===== config.mk =====
export PLATFORM = sky130hd
export DESIGN_NAME = spf_serial_port
export DESIGN_NICKNAME = d
export VERILOG_FILES = /design/src/spf_pkg.sv /design/src/spf_serial_port.sv
export SDC_FILE = /design/constraint.sdc
export NUM_CORES = 1
export LEC_CHECK = 0
export CORE_UTILIZATION = 50
export DETAILED_ROUTE_END_ITERATION = 10
export DONT_BUFFER_PORTS = 1
export REMOVE_ABC_BUFFERS = 1
export SYNTH_ARGS = -nofsm -noshare
export SYNTH_HDL_FRONTEND = slang
export SYNTH_SLANG_ARGS = --single-unit

===== constraint.sdc =====
create_clock -name clk -period 3.1 [get_ports clk]
set_input_delay 0.31 -clock clk [delete_from_list [all_inputs] [get_ports clk]]
set_output_delay 0.31 -clock clk [all_outputs]
set_load 0.02 [all_outputs]

===== src/spf_pkg.sv =====
// Purpose: shared types and constants of the serial remote-control port
// Assumes: single clock at 40 MHz, asynchronous active-low reset
// Notes:   baud figure is a plain default; the top module can override it
package spf_pkg;

	// ****************************************************************
	// clock and bit timing
	// ****************************************************************
	localparam int SPF_CLK_HZ      = 40000000;                 // system clock rate
	localparam int SPF_BAUD        = 9600;                     // default line rate
	localparam int SPF_BIT_CYCLES  = SPF_CLK_HZ / SPF_BAUD;    // clocks per bit

	// ****************************************************************
	// flow control characters and thresholds
	// ****************************************************************
	localparam logic [7:0] SPF_XON        = 8'h11;             // resume character
	localparam logic [7:0] SPF_XOFF       = 8'h13;             // pause character
	localparam logic [1:0] SPF_BUF_DEPTH  = 2'h2;              // receive buffer entries
	localparam logic [1:0] SPF_XOFF_LEVEL = 2'h1;              // fill that asks for pause
	localparam logic [1:0] SPF_XON_LEVEL  = 2'h0;              // fill that allows resume
	localparam logic [2:0] SPF_LAST_BIT7  = 3'h6;              // last data index, 7 bits
	localparam logic [2:0] SPF_LAST_BIT8  = 3'h7;              // last data index, 8 bits

	// ****************************************************************
	// values after reset
	// ****************************************************************
	localparam logic       SPF_LINE_IDLE  = 1'b1;              // marking level of txd
	localparam logic       SPF_HS_RST     = 1'b0;              // handshake outputs in reset

	// ****************************************************************
	// modes and states
	// ****************************************************************
	typedef enum logic [2:0] {
		SPF_PAR_NONE = 3'h0,
		SPF_PAR_EVEN = 3'h1,
		SPF_PAR_ODD  = 3'h2,
		SPF_PAR_ZERO = 3'h3,
		SPF_PAR_ONE  = 3'h4
	} spf_parity_t;

	typedef enum logic [1:0] {
		SPF_HS_OFF   = 2'h0,
		SPF_HS_ON    = 2'h1,
		SPF_HS_SPACE = 2'h2                                      // buffer_space_handshake
	} spf_hs_t;

	// gray codes along idle-start-data-parity-stop
	typedef enum logic [2:0] {
		SPF_ST_IDLE  = 3'h0,
		SPF_ST_START = 3'h1,
		SPF_ST_DATA  = 3'h3,
		SPF_ST_PAR   = 3'h2,
		SPF_ST_STOP  = 3'h6
	} spf_state_t;

	typedef struct packed {
		logic        word8;      // 1: eight data bits, 0: seven
		logic        stop2;      // 1: two stop bits
		spf_parity_t parity;     // parity choice
		logic        echo;       // send received characters back
		logic        tx_pace;    // obey far-end xon/xoff
		logic        rx_pace;    // emit xon/xoff
		spf_hs_t     rts_mode;   // rts/cts handshake mode
		spf_hs_t     dtr_mode;   // dtr/dsr handshake mode
		logic        balanced;   // balanced line variant selected
	} spf_cfg_t;

	typedef struct packed {
		logic [7:0] data;        // received character
		logic       par_err;     // parity mismatch
		logic       frame_err;   // stop bit seen low
	} spf_rx_word_t;

endpackage


===== src/spf_serial_port.sv =====
// Purpose: async serial port with framing options, echo, xon/xoff and rts/dtr handshakes
// Assumes: one clock; line pins come from outside and are synchronised here
// Notes:   terminal-side role; two-entry receive buffer feeds the user side
// Overview of operation
// seven or eight data bits, same both ends
// one or two stop bits per character
// parity even, odd, zero, one or none
// echo returns received characters when enabled, except xon/xoff taken by tx_pace; newest unsent one only
// transmit pacing switchable, obeys far-end xon/xoff
// receive pacing switchable, regulates far end
// rts off holds low, on holds high
// rts space mode high while buffer has room
// rts space mode: low cts stops transmitter
// dtr off holds low, on holds high
// dtr space mode high while buffer has room
// dtr space mode: low dsr stops transmitter
// balanced variant disables dtr/dsr handshake
// device acts as terminal side of link
// send xoff near full, xon when freed
// xoff received suspends sending until xon
module spf_serial_port #(
	parameter int BIT_CYCLES = spf_pkg::SPF_BIT_CYCLES  // clocks per bit, shorten in sim
) (
	input  wire logic              clk,
	input  wire logic              nrst,
	input  wire spf_pkg::spf_cfg_t cfg,
	input  wire logic              rxd,
	input  wire logic              cts,
	input  wire logic              dsr,
	output logic                   txd,
	output logic                   rts,
	output logic                   dtr,
	input  wire logic [7:0]        tx_data,
	input  wire logic              tx_valid,
	output logic                   tx_ready,
	output spf_pkg::spf_rx_word_t  rx_word,
	output logic                   rx_valid,
	input  wire logic              rx_ready,
	output logic                   rx_overrun
);

	// ****************************************************************
	// timing constants
	// ****************************************************************
	localparam logic [15:0] BIT_END  = 16'(BIT_CYCLES - 1);      // last clock of a bit
	localparam logic [15:0] HALF_END = 16'(BIT_CYCLES / 2 - 1);  // middle of start bit

	// parity bit for a character under the given framing
	function automatic logic par_of(input logic [7:0] d, input logic w8,
	                                input spf_pkg::spf_parity_t p);
		logic x;
		x = w8 ? ^d : ^d[6:0];
		unique case (p)
			spf_pkg::SPF_PAR_EVEN: par_of = x;
			spf_pkg::SPF_PAR_ODD:  par_of = ~x;
			spf_pkg::SPF_PAR_ONE:  par_of = 1'b1;
			default:               par_of = 1'b0;
		endcase
	endfunction

	// ****************************************************************
	// pin synchronisers
	// ****************************************************************
	logic [2:0] pin_m_q;    // first stage, read only by second stage
	logic [2:0] pin_s_q;    // second stage: rxd, cts, dsr
	logic       rxd_s;
	logic       cts_s;
	logic       dsr_s;

	// two flops per pin, all from another domain
	always_ff @(posedge clk or negedge nrst) begin
		if (!nrst) begin
			pin_m_q <= 3'h7;
			pin_s_q <= 3'h7;
		end else begin
			pin_m_q <= {dsr, cts, rxd};
			pin_s_q <= pin_m_q;
		end
	end
	assign rxd_s = pin_s_q[0];
	assign cts_s = pin_s_q[1];
	assign dsr_s = pin_s_q[2];

	// ****************************************************************
	// receiver
	// ****************************************************************
	spf_pkg::spf_state_t rx_st_q;     // receive state
	logic [15:0]         rx_cnt_q;    // clocks within a bit
	logic [2:0]          rx_idx_q;    // data bit index
	logic [7:0]          rx_sh_q;     // shift register, lsb first
	logic                rx_pb_q;     // sampled parity bit
	logic                rx_done;     // stop bit sampled this cycle
	logic                rx_bit_end;
	logic [2:0]          rx_last;
	logic [7:0]          rx_char;
	logic                rx_perr;

	assign rx_bit_end = rx_cnt_q == BIT_END;
	assign rx_last    = cfg.word8 ? spf_pkg::SPF_LAST_BIT8 : spf_pkg::SPF_LAST_BIT7;
	assign rx_done    = (rx_st_q == spf_pkg::SPF_ST_STOP) && rx_bit_end;
	assign rx_char    = cfg.word8 ? rx_sh_q : {1'b0, rx_sh_q[7:1]};
	assign rx_perr    = (cfg.parity != spf_pkg::SPF_PAR_NONE) &&
	                    (rx_pb_q != par_of(rx_char, cfg.word8, cfg.parity));

	// bit counter restarts at each state change
	always_ff @(posedge clk or negedge nrst) begin
		if (!nrst) begin
			rx_cnt_q <= 16'h0000;
		end else if (rx_st_q == spf_pkg::SPF_ST_IDLE || rx_bit_end ||
		             (rx_st_q == spf_pkg::SPF_ST_START && rx_cnt_q == HALF_END)) begin
			rx_cnt_q <= 16'h0000;
		end else begin
			rx_cnt_q <= rx_cnt_q + 16'h0001;
		end
	end

	// frame walk; second stop bit is left to the idle hunt
	always_ff @(posedge clk or negedge nrst) begin
		if (!nrst) begin
			rx_st_q  <= spf_pkg::SPF_ST_IDLE;
			rx_idx_q <= 3'h0;
			rx_sh_q  <= 8'h00;
			rx_pb_q  <= 1'b0;
		end else begin
			unique case (rx_st_q)
				spf_pkg::SPF_ST_IDLE: if (!rxd_s) begin
					rx_st_q <= spf_pkg::SPF_ST_START;
				end
				spf_pkg::SPF_ST_START: if (rx_cnt_q == HALF_END) begin
					// a short glitch is not a start bit
					rx_st_q  <= rxd_s ? spf_pkg::SPF_ST_IDLE : spf_pkg::SPF_ST_DATA;
					rx_idx_q <= 3'h0;
				end
				spf_pkg::SPF_ST_DATA: if (rx_bit_end) begin
					rx_sh_q  <= {rxd_s, rx_sh_q[7:1]};
					rx_idx_q <= rx_idx_q + 3'h1;
					if (rx_idx_q == rx_last) begin
						rx_st_q <= (cfg.parity == spf_pkg::SPF_PAR_NONE) ?
						           spf_pkg::SPF_ST_STOP : spf_pkg::SPF_ST_PAR;
					end
				end
				spf_pkg::SPF_ST_PAR: if (rx_bit_end) begin
					rx_pb_q <= rxd_s;
					rx_st_q <= spf_pkg::SPF_ST_STOP;
				end
				spf_pkg::SPF_ST_STOP: if (rx_bit_end) begin
					rx_st_q <= spf_pkg::SPF_ST_IDLE;
				end
				default: rx_st_q <= spf_pkg::SPF_ST_IDLE;
			endcase
		end
	end

	// ****************************************************************
	// received character routing
	// ****************************************************************
	logic rx_is_flow;   // xon/xoff consumed by the transmitter pacing
	logic rx_push;
	logic xoff_seen_q;  // far end asked us to pause

	assign rx_is_flow = cfg.tx_pace &&
	                    (rx_char == spf_pkg::SPF_XON || rx_char == spf_pkg::SPF_XOFF);
	assign rx_push    = rx_done && !rx_is_flow;

	// pause latch; forgotten when pacing is turned off
	always_ff @(posedge clk or negedge nrst) begin
		if (!nrst) begin
			xoff_seen_q <= 1'b0;
		end else if (!cfg.tx_pace) begin
			xoff_seen_q <= 1'b0;
		end else if (rx_done && rx_char == spf_pkg::SPF_XOFF) begin
			xoff_seen_q <= 1'b1;
		end else if (rx_done && rx_char == spf_pkg::SPF_XON) begin
			xoff_seen_q <= 1'b0;
		end
	end

	// ****************************************************************
	// two-entry receive buffer
	// ****************************************************************
	spf_pkg::spf_rx_word_t buf_mem_q [2];   // entries
	logic                  buf_wr_q;        // write slot
	logic                  buf_rd_q;        // read slot
	logic [1:0]            buf_cnt_q;       // fill level
	logic                  buf_full;
	logic                  buf_in;
	logic                  buf_out;

	assign buf_full = buf_cnt_q == spf_pkg::SPF_BUF_DEPTH;
	assign buf_in   = rx_push && !buf_full;
	assign buf_out  = rx_valid && rx_ready;
	assign rx_valid = buf_cnt_q != 2'h0;
	assign rx_word  = buf_mem_q[buf_rd_q];

	// storage; a word arriving while full is dropped and flagged
	always_ff @(posedge clk or negedge nrst) begin
		if (!nrst) begin
			buf_mem_q[0] <= '0;
			buf_mem_q[1] <= '0;
		end else if (buf_in) begin
			buf_mem_q[buf_wr_q] <= '{data: rx_char, par_err: rx_perr, frame_err: !rxd_s};
		end
	end

	// pointers and level
	always_ff @(posedge clk or negedge nrst) begin
		if (!nrst) begin
			buf_wr_q   <= 1'b0;
			buf_rd_q   <= 1'b0;
			buf_cnt_q  <= 2'h0;
			rx_overrun <= 1'b0;
		end else begin
			buf_wr_q   <= buf_wr_q ^ buf_in;
			buf_rd_q   <= buf_rd_q ^ buf_out;
			buf_cnt_q  <= buf_cnt_q + {1'b0, buf_in} - {1'b0, buf_out};
			rx_overrun <= rx_push && buf_full;
		end
	end

	// ****************************************************************
	// handshake outputs
	// ****************************************************************
	logic rts_d;
	logic dtr_d;
	logic hw_block;     // far end says stop
	logic pace_stop;    // xoff in force

	assign rts_d = (cfg.rts_mode == spf_pkg::SPF_HS_ON) ||
	               (cfg.rts_mode == spf_pkg::SPF_HS_SPACE && !buf_full);
	// balanced line has no dtr/dsr pair, so dtr rests low
	assign dtr_d = !cfg.balanced &&
	               ((cfg.dtr_mode == spf_pkg::SPF_HS_ON) ||
	                (cfg.dtr_mode == spf_pkg::SPF_HS_SPACE && !buf_full));
	assign hw_block = (cfg.rts_mode == spf_pkg::SPF_HS_SPACE && !cts_s) ||
	                  (!cfg.balanced && cfg.dtr_mode == spf_pkg::SPF_HS_SPACE &&
	                   !dsr_s);
	assign pace_stop = cfg.tx_pace && xoff_seen_q;

	// terminal-side outputs, registered
	always_ff @(posedge clk or negedge nrst) begin
		if (!nrst) begin
			rts <= spf_pkg::SPF_HS_RST;
			dtr <= spf_pkg::SPF_HS_RST;
		end else begin
			rts <= rts_d;
			dtr <= dtr_d;
		end
	end

	// ****************************************************************
	// pending control and echo characters
	// ****************************************************************
	logic       ctl_pend_q;   // xon/xoff waiting to go out
	logic [7:0] ctl_char_q;
	logic       sent_xoff_q;  // far end is paused by us
	logic       echo_pend_q;  // received character waiting to go back
	logic [7:0] echo_char_q;
	logic       tx_go;        // transmitter loads a character
	logic       sel_ctl;
	logic       sel_echo;
	logic       want_xoff;
	logic       want_xon;

	assign want_xoff = cfg.rx_pace && !sent_xoff_q && buf_cnt_q >= spf_pkg::SPF_XOFF_LEVEL;
	// xon goes out even if pacing was switched off meanwhile, else the far end stays stuck
	assign want_xon  = sent_xoff_q && buf_cnt_q <= spf_pkg::SPF_XON_LEVEL;

	// control request; a new one waits until the pending one is consumed
	always_ff @(posedge clk or negedge nrst) begin
		if (!nrst) begin
			ctl_pend_q  <= 1'b0;
			ctl_char_q  <= 8'h00;
			sent_xoff_q <= 1'b0;
		end else if (!ctl_pend_q && want_xoff) begin
			ctl_pend_q  <= 1'b1;
			ctl_char_q  <= spf_pkg::SPF_XOFF;
			sent_xoff_q <= 1'b1;
		end else if (!ctl_pend_q && want_xon) begin
			ctl_pend_q  <= 1'b1;
			ctl_char_q  <= spf_pkg::SPF_XON;
			sent_xoff_q <= 1'b0;
		end else if (tx_go && sel_ctl) begin
			ctl_pend_q  <= 1'b0;
		end
	end

	// echo slot; one deep, a newer character replaces an unsent one
	always_ff @(posedge clk or negedge nrst) begin
		if (!nrst) begin
			echo_pend_q <= 1'b0;
			echo_char_q <= 8'h00;
		end else if (rx_push && cfg.echo) begin
			echo_pend_q <= 1'b1;
			echo_char_q <= rx_char;
		end else if (tx_go && sel_echo) begin
			echo_pend_q <= 1'b0;
		end
	end

	// ****************************************************************
	// transmitter
	// ****************************************************************
	spf_pkg::spf_state_t tx_st_q;
	logic [15:0]         tx_cnt_q;
	logic [2:0]          tx_idx_q;
	logic [7:0]          tx_sh_q;
	logic                tx_pb_q;     // parity bit of the frame
	logic                tx_w8_q;     // framing latched per character
	logic                tx_s2_q;
	logic                tx_par_q;    // parity bit present
	logic                tx_stopn_q;  // second stop bit in progress
	logic                tx_bit_end;
	logic                tx_idle;
	logic [7:0]          tx_char;

	assign tx_idle    = tx_st_q == spf_pkg::SPF_ST_IDLE;
	assign tx_bit_end = tx_cnt_q == BIT_END;
	// control characters ignore a received xoff but still honour cts/dsr
	assign sel_ctl    = ctl_pend_q;
	assign sel_echo   = !ctl_pend_q && echo_pend_q;
	assign tx_go      = tx_idle && !hw_block &&
	                    (ctl_pend_q || ((echo_pend_q || tx_valid) && !pace_stop));
	assign tx_ready   = tx_idle && !hw_block && !pace_stop && !ctl_pend_q && !echo_pend_q;
	assign tx_char    = sel_ctl ? ctl_char_q : (sel_echo ? echo_char_q : tx_data);

	// bit counter
	always_ff @(posedge clk or negedge nrst) begin
		if (!nrst) begin
			tx_cnt_q <= 16'h0000;
		end else if (tx_idle || tx_bit_end) begin
			tx_cnt_q <= 16'h0000;
		end else begin
			tx_cnt_q <= tx_cnt_q + 16'h0001;
		end
	end

	// frame walk; txd changes with the state so it comes from a flop
	always_ff @(posedge clk or negedge nrst) begin
		if (!nrst) begin
			tx_st_q    <= spf_pkg::SPF_ST_IDLE;
			txd        <= spf_pkg::SPF_LINE_IDLE;
			tx_idx_q   <= 3'h0;
			tx_sh_q    <= 8'h00;
			tx_pb_q    <= 1'b0;
			tx_w8_q    <= 1'b0;
			tx_s2_q    <= 1'b0;
			tx_par_q   <= 1'b0;
			tx_stopn_q <= 1'b0;
		end else begin
			unique case (tx_st_q)
				spf_pkg::SPF_ST_IDLE: if (tx_go) begin
					tx_st_q  <= spf_pkg::SPF_ST_START;
					txd      <= 1'b0;
					tx_sh_q  <= tx_char;
					tx_pb_q  <= par_of(tx_char, cfg.word8, cfg.parity);
					tx_w8_q  <= cfg.word8;
					tx_s2_q  <= cfg.stop2;
					tx_par_q <= cfg.parity != spf_pkg::SPF_PAR_NONE;
					tx_idx_q <= 3'h0;
				end
				spf_pkg::SPF_ST_START: if (tx_bit_end) begin
					tx_st_q <= spf_pkg::SPF_ST_DATA;
					txd     <= tx_sh_q[0];
					tx_sh_q <= {1'b0, tx_sh_q[7:1]};
				end
				spf_pkg::SPF_ST_DATA: if (tx_bit_end) begin
					tx_idx_q <= tx_idx_q + 3'h1;
					if (tx_idx_q == (tx_w8_q ? spf_pkg::SPF_LAST_BIT8 : spf_pkg::SPF_LAST_BIT7)) begin
						tx_st_q    <= tx_par_q ? spf_pkg::SPF_ST_PAR : spf_pkg::SPF_ST_STOP;
						txd        <= tx_par_q ? tx_pb_q : 1'b1;
						tx_stopn_q <= 1'b0;
					end else begin
						txd     <= tx_sh_q[0];
						tx_sh_q <= {1'b0, tx_sh_q[7:1]};
					end
				end
				spf_pkg::SPF_ST_PAR: if (tx_bit_end) begin
					tx_st_q <= spf_pkg::SPF_ST_STOP;
					txd     <= 1'b1;
				end
				spf_pkg::SPF_ST_STOP: if (tx_bit_end) begin
					tx_stopn_q <= 1'b1;
					if (!tx_s2_q || tx_stopn_q) begin
						tx_st_q <= spf_pkg::SPF_ST_IDLE;
					end
				end
				default: begin
					tx_st_q <= spf_pkg::SPF_ST_IDLE;
					txd     <= 1'b1;
				end
			endcase
		end
	end
endmodule


==> reports/qor.yml <==
status:
  outcome: "finished, final reports clean"
worst_setup_path:
  slowest_stage: "dfrtp_1"
  max_stage_delay_ps: 420
  crit_type: "reg -> reg"
  cpLargestDelayFamily: "simple AND/OR/NAND/NOR gates"
  path_cells: "nor4_1 -> nand3_1 -> nor2_1 -> nand3_1 -> or2_2 -> nor2_2 -> inv_1 -> ha_1 -> inv_1 -> ha_1 -> xnor2_1 -> xnor2_1"
  timing.rr.start: "rx_cnt_q[8]"
  r2r-end: "buf_cnt_q[1]"
  r2r_slack_ps: 320
  rr_worst_depth: 12
  critPathBufInv: 2
  worstSetupStartpointType: "register"
  end_kind: "register"
  worstPathRequired_ps: 3430
  arrival_ps: 3110
  cp_max_fo: 5
pwr:
  pwr-share-comb_pct: 20.2
  switching_share_pct: 30.0
  ir_worst_vdd_mv: 0.450
  power_frac_seq_pct: 41.0
  p_clk_share_pct: 38.8
  net-switching-power_mw: 1.39
  leakagePower_nw: 3.02
  power.internal_mw: 3.23
  p_total_mw: 4.61
  p_per_area_nw_per_um2: 710
global_route:
  grt_util_all_layers_pct: 20.6
  grt_pass1_vias: 3856
  antenna_found_initial: 0
  gr-total-overflow: 0
  grt_max_degree: 114
  grt_pass1_wl_um: 18300
min_path:
  min_to: "rts"
  worstHoldStart: "cfg[3]"
  holdPathStages: 2
  hp-class: "in -> reg"
timing:
  rsz0062_at_grt: "false"
  holdWs_ps: 39.5
  drv_slew: 0
  setup_viol: 0
  hold_violations: 0
  relSlewSlack_pct: 54.0
  setup-tns-final_ps: 0
  period_share_pct: 89.7
  fin_crit_ps: 2780
  fin_ws_ps: 318
  timing.fmax_mhz: 359
  tightestPinTransition_ps: 687
  fin_skew_ps: 6.09
route:
  wirelength_um: 11300
  drt_iter0_markers: 257
  drt-pass1-iter-count: 4
  ant_nets: 0
  avgRoutedWirePerCell_um: 15.4
  via_per_inst: 5.47
  num_vias: 4001
  route.detailed.drc: 0
clock_network:
  clock_sinks: 113
  cts.reportedPaths.clkPinSlew_ps: 50
  insertion_delay_ps: 410
  cts_buffer_depth: 2
  numCtsBuffers: 17
  cts-root-buf: "clkbuf_16"
  cts_tree: "yes"
  cts_setup_buffers: 0
  h-tree-depth: 4
logic_synthesis:
  ys_ff_latch: 113
  synth_edf_count: 0
  synth_cells: 566
  synth-seq-area-share_pct: 49.6
  synth_ff_type: "dfrtp_1"
  async_flop_share_pct: 100
  avgSynthCellArea_um2: 10.1
  synth.distinct_cells: 57
  yosys_warnings: 0
  synth_area_um2: 5720
die:
  die-area_um2: 11900
  core_um2: 11000
  die_w_um: 109
  start_util_pct: 52.0
  io_pins: 44
  fp.dieH_um: 109
  rows: 38
layout:
  post-route-cell-area_um2: 6500
  drive_gt1_share_pct: 14.0
  diodes: 0
  nets: 623
  finalNonFillerCells: 732
  areaGrowthSynthToFinish_pct: 13.7
  utilization_pct: 59.1
placement:
  dp_hpwl_um: 7660
  placed_area_um2: 5870
  dpl.cell_count: 694
  place_ws_ps: 242
  io_buffers: 0
  gp_congestion: 0.798
job:
  maxCapViolations: 0
==> cells in the mapped netlist (all sizes together) (2+ instances only) <==
cell type  count  area, um^2
xnor2         16         140
and3          10        62.6
or2            3        18.8
xor2          27         236
nand2b        10        62.6
nand2         28         105
dfrtp        106        2650
a21o           2        15.0
nor3           5        25.0
mux2          33         372
o21ai         21         109
a22oi          5        37.5
mux2i         16         160
xnor3          2        45.0
dfstp          7         184
nand3         26         130
clkbuf        13        48.8
nor4bb         2        20.0
inv           26        97.6
a21oi         52         260
o31ai          2        15.0
nor2b          7        43.8
a21boi         2        15.0
buf            7        36.3
ha            16         200
nor4           2        12.5
nor3b          4        41.3
nor2          84         315
and2           5        31.3
or3            3        18.8
nand3b         2        15.0
nand4          4        25.0
==> cells by family after synthesis <==
kind of cell	Yosys count	synth area share (%)
AO/OA/AOI/OAI	97	9.92
XOR/XNOR	45	7.38
adder cells (fa/ha/maj)	16	3.50
buffers and inverters	46	3.20
flip-flops	113	49.6
multiplexers	49	9.30
AND/OR/NAND/NOR	200	17.1
==> cell type report <==
type | instances | area [um^2]
Fill cell | 921 | 4490
Clock buffer | 26 | 489
Multi-Input combinational cell | 407 | 2710
Timing Repair Buffer | 14 | 138
Tap cell | 140 | 175
Clock inverter | 6 | 55.1
Sequential cell | 113 | 2840
Inverter | 26 | 97.6
==> power groups by stage <==
stage / clock [mW] / combinational (mW) / sequential, mW
floorplan: 0 / 0.734 / 1.85
global placement: 0 / 0.868 / 1.91
detailed placement: 0 / 0.892 / 1.91
CTS: 1.83 / 0.941 / 1.89
global route: 1.90 / 1.05 / 1.92
finish: 1.79 / 0.931 / 1.89
==> how the worst max path moves through the flow <==
stage | to | cells past startpoint | start | slack, ps
global placement | buf_cnt_q[1] | 12 | rx_cnt_q[8] | 320
finish | buf_cnt_q[1] | 12 | rx_cnt_q[8] | 320
floorplan | buf_mem_q[9] | 8 | rx_cnt_q[9] | 310
global route | buf_cnt_q[1] | 12 | rx_cnt_q[11] | 60
CTS | buf_cnt_q[1] | 12 | rx_cnt_q[8] | 200
detailed placement | buf_cnt_q[1] | 12 | rx_cnt_q[9] | 240
==> placed cells by master, fill, tap and decap left out, drive strengths merged, types with 3 or more instances in the layout <==
cell / instances
dfrtp: 106
nor2: 84
a21oi: 52
mux2: 33
nand2: 28
xor2: 27
inv: 26
nand3: 26
clkbuf: 26
o21ai: 21
mux2i: 16
xnor2: 16
ha: 16
and3: 10
nand2b: 10
buf: 9
nor2b: 7
dfstp: 7
nor3: 5
a22oi: 5
clkinv: 5
dlygate4sd3: 5
and2: 5
nand4: 4
nor3b: 4
or3: 3
or2: 3
==> metal layers <==
metal	wire (um)	share of wire, %	global-route usage [%]
met1	5290	47	25.3
met2	5330	47	33.1
met3	560	5.0	7.65
met4	120	1.1	7.24
met5	0	0	0
==> repair_timing <==
item,CTS,global route
hold endpoints to repair,117,0
hold buffers,6,0
gates resized for setup,0,2
setup endpoints to repair,0,4
==> registers in the layout (all words and copies together), names as in the netlist, 2 cells and up <==
name and cells:
buf_mem_q 20, rx_cnt_q 16, tx_cnt_q 16, echo_char_q 8, rx_sh_q 8, tx_sh_q 8
pin_m_q 3, pin_s_q 3, rx_idx_q 3, rx_st_q 3, tx_idx_q 3, tx_st_q 3
buf_cnt_q 2, ctl_char_q 2
Note: power is estimated with default switching activity, not from simulation.
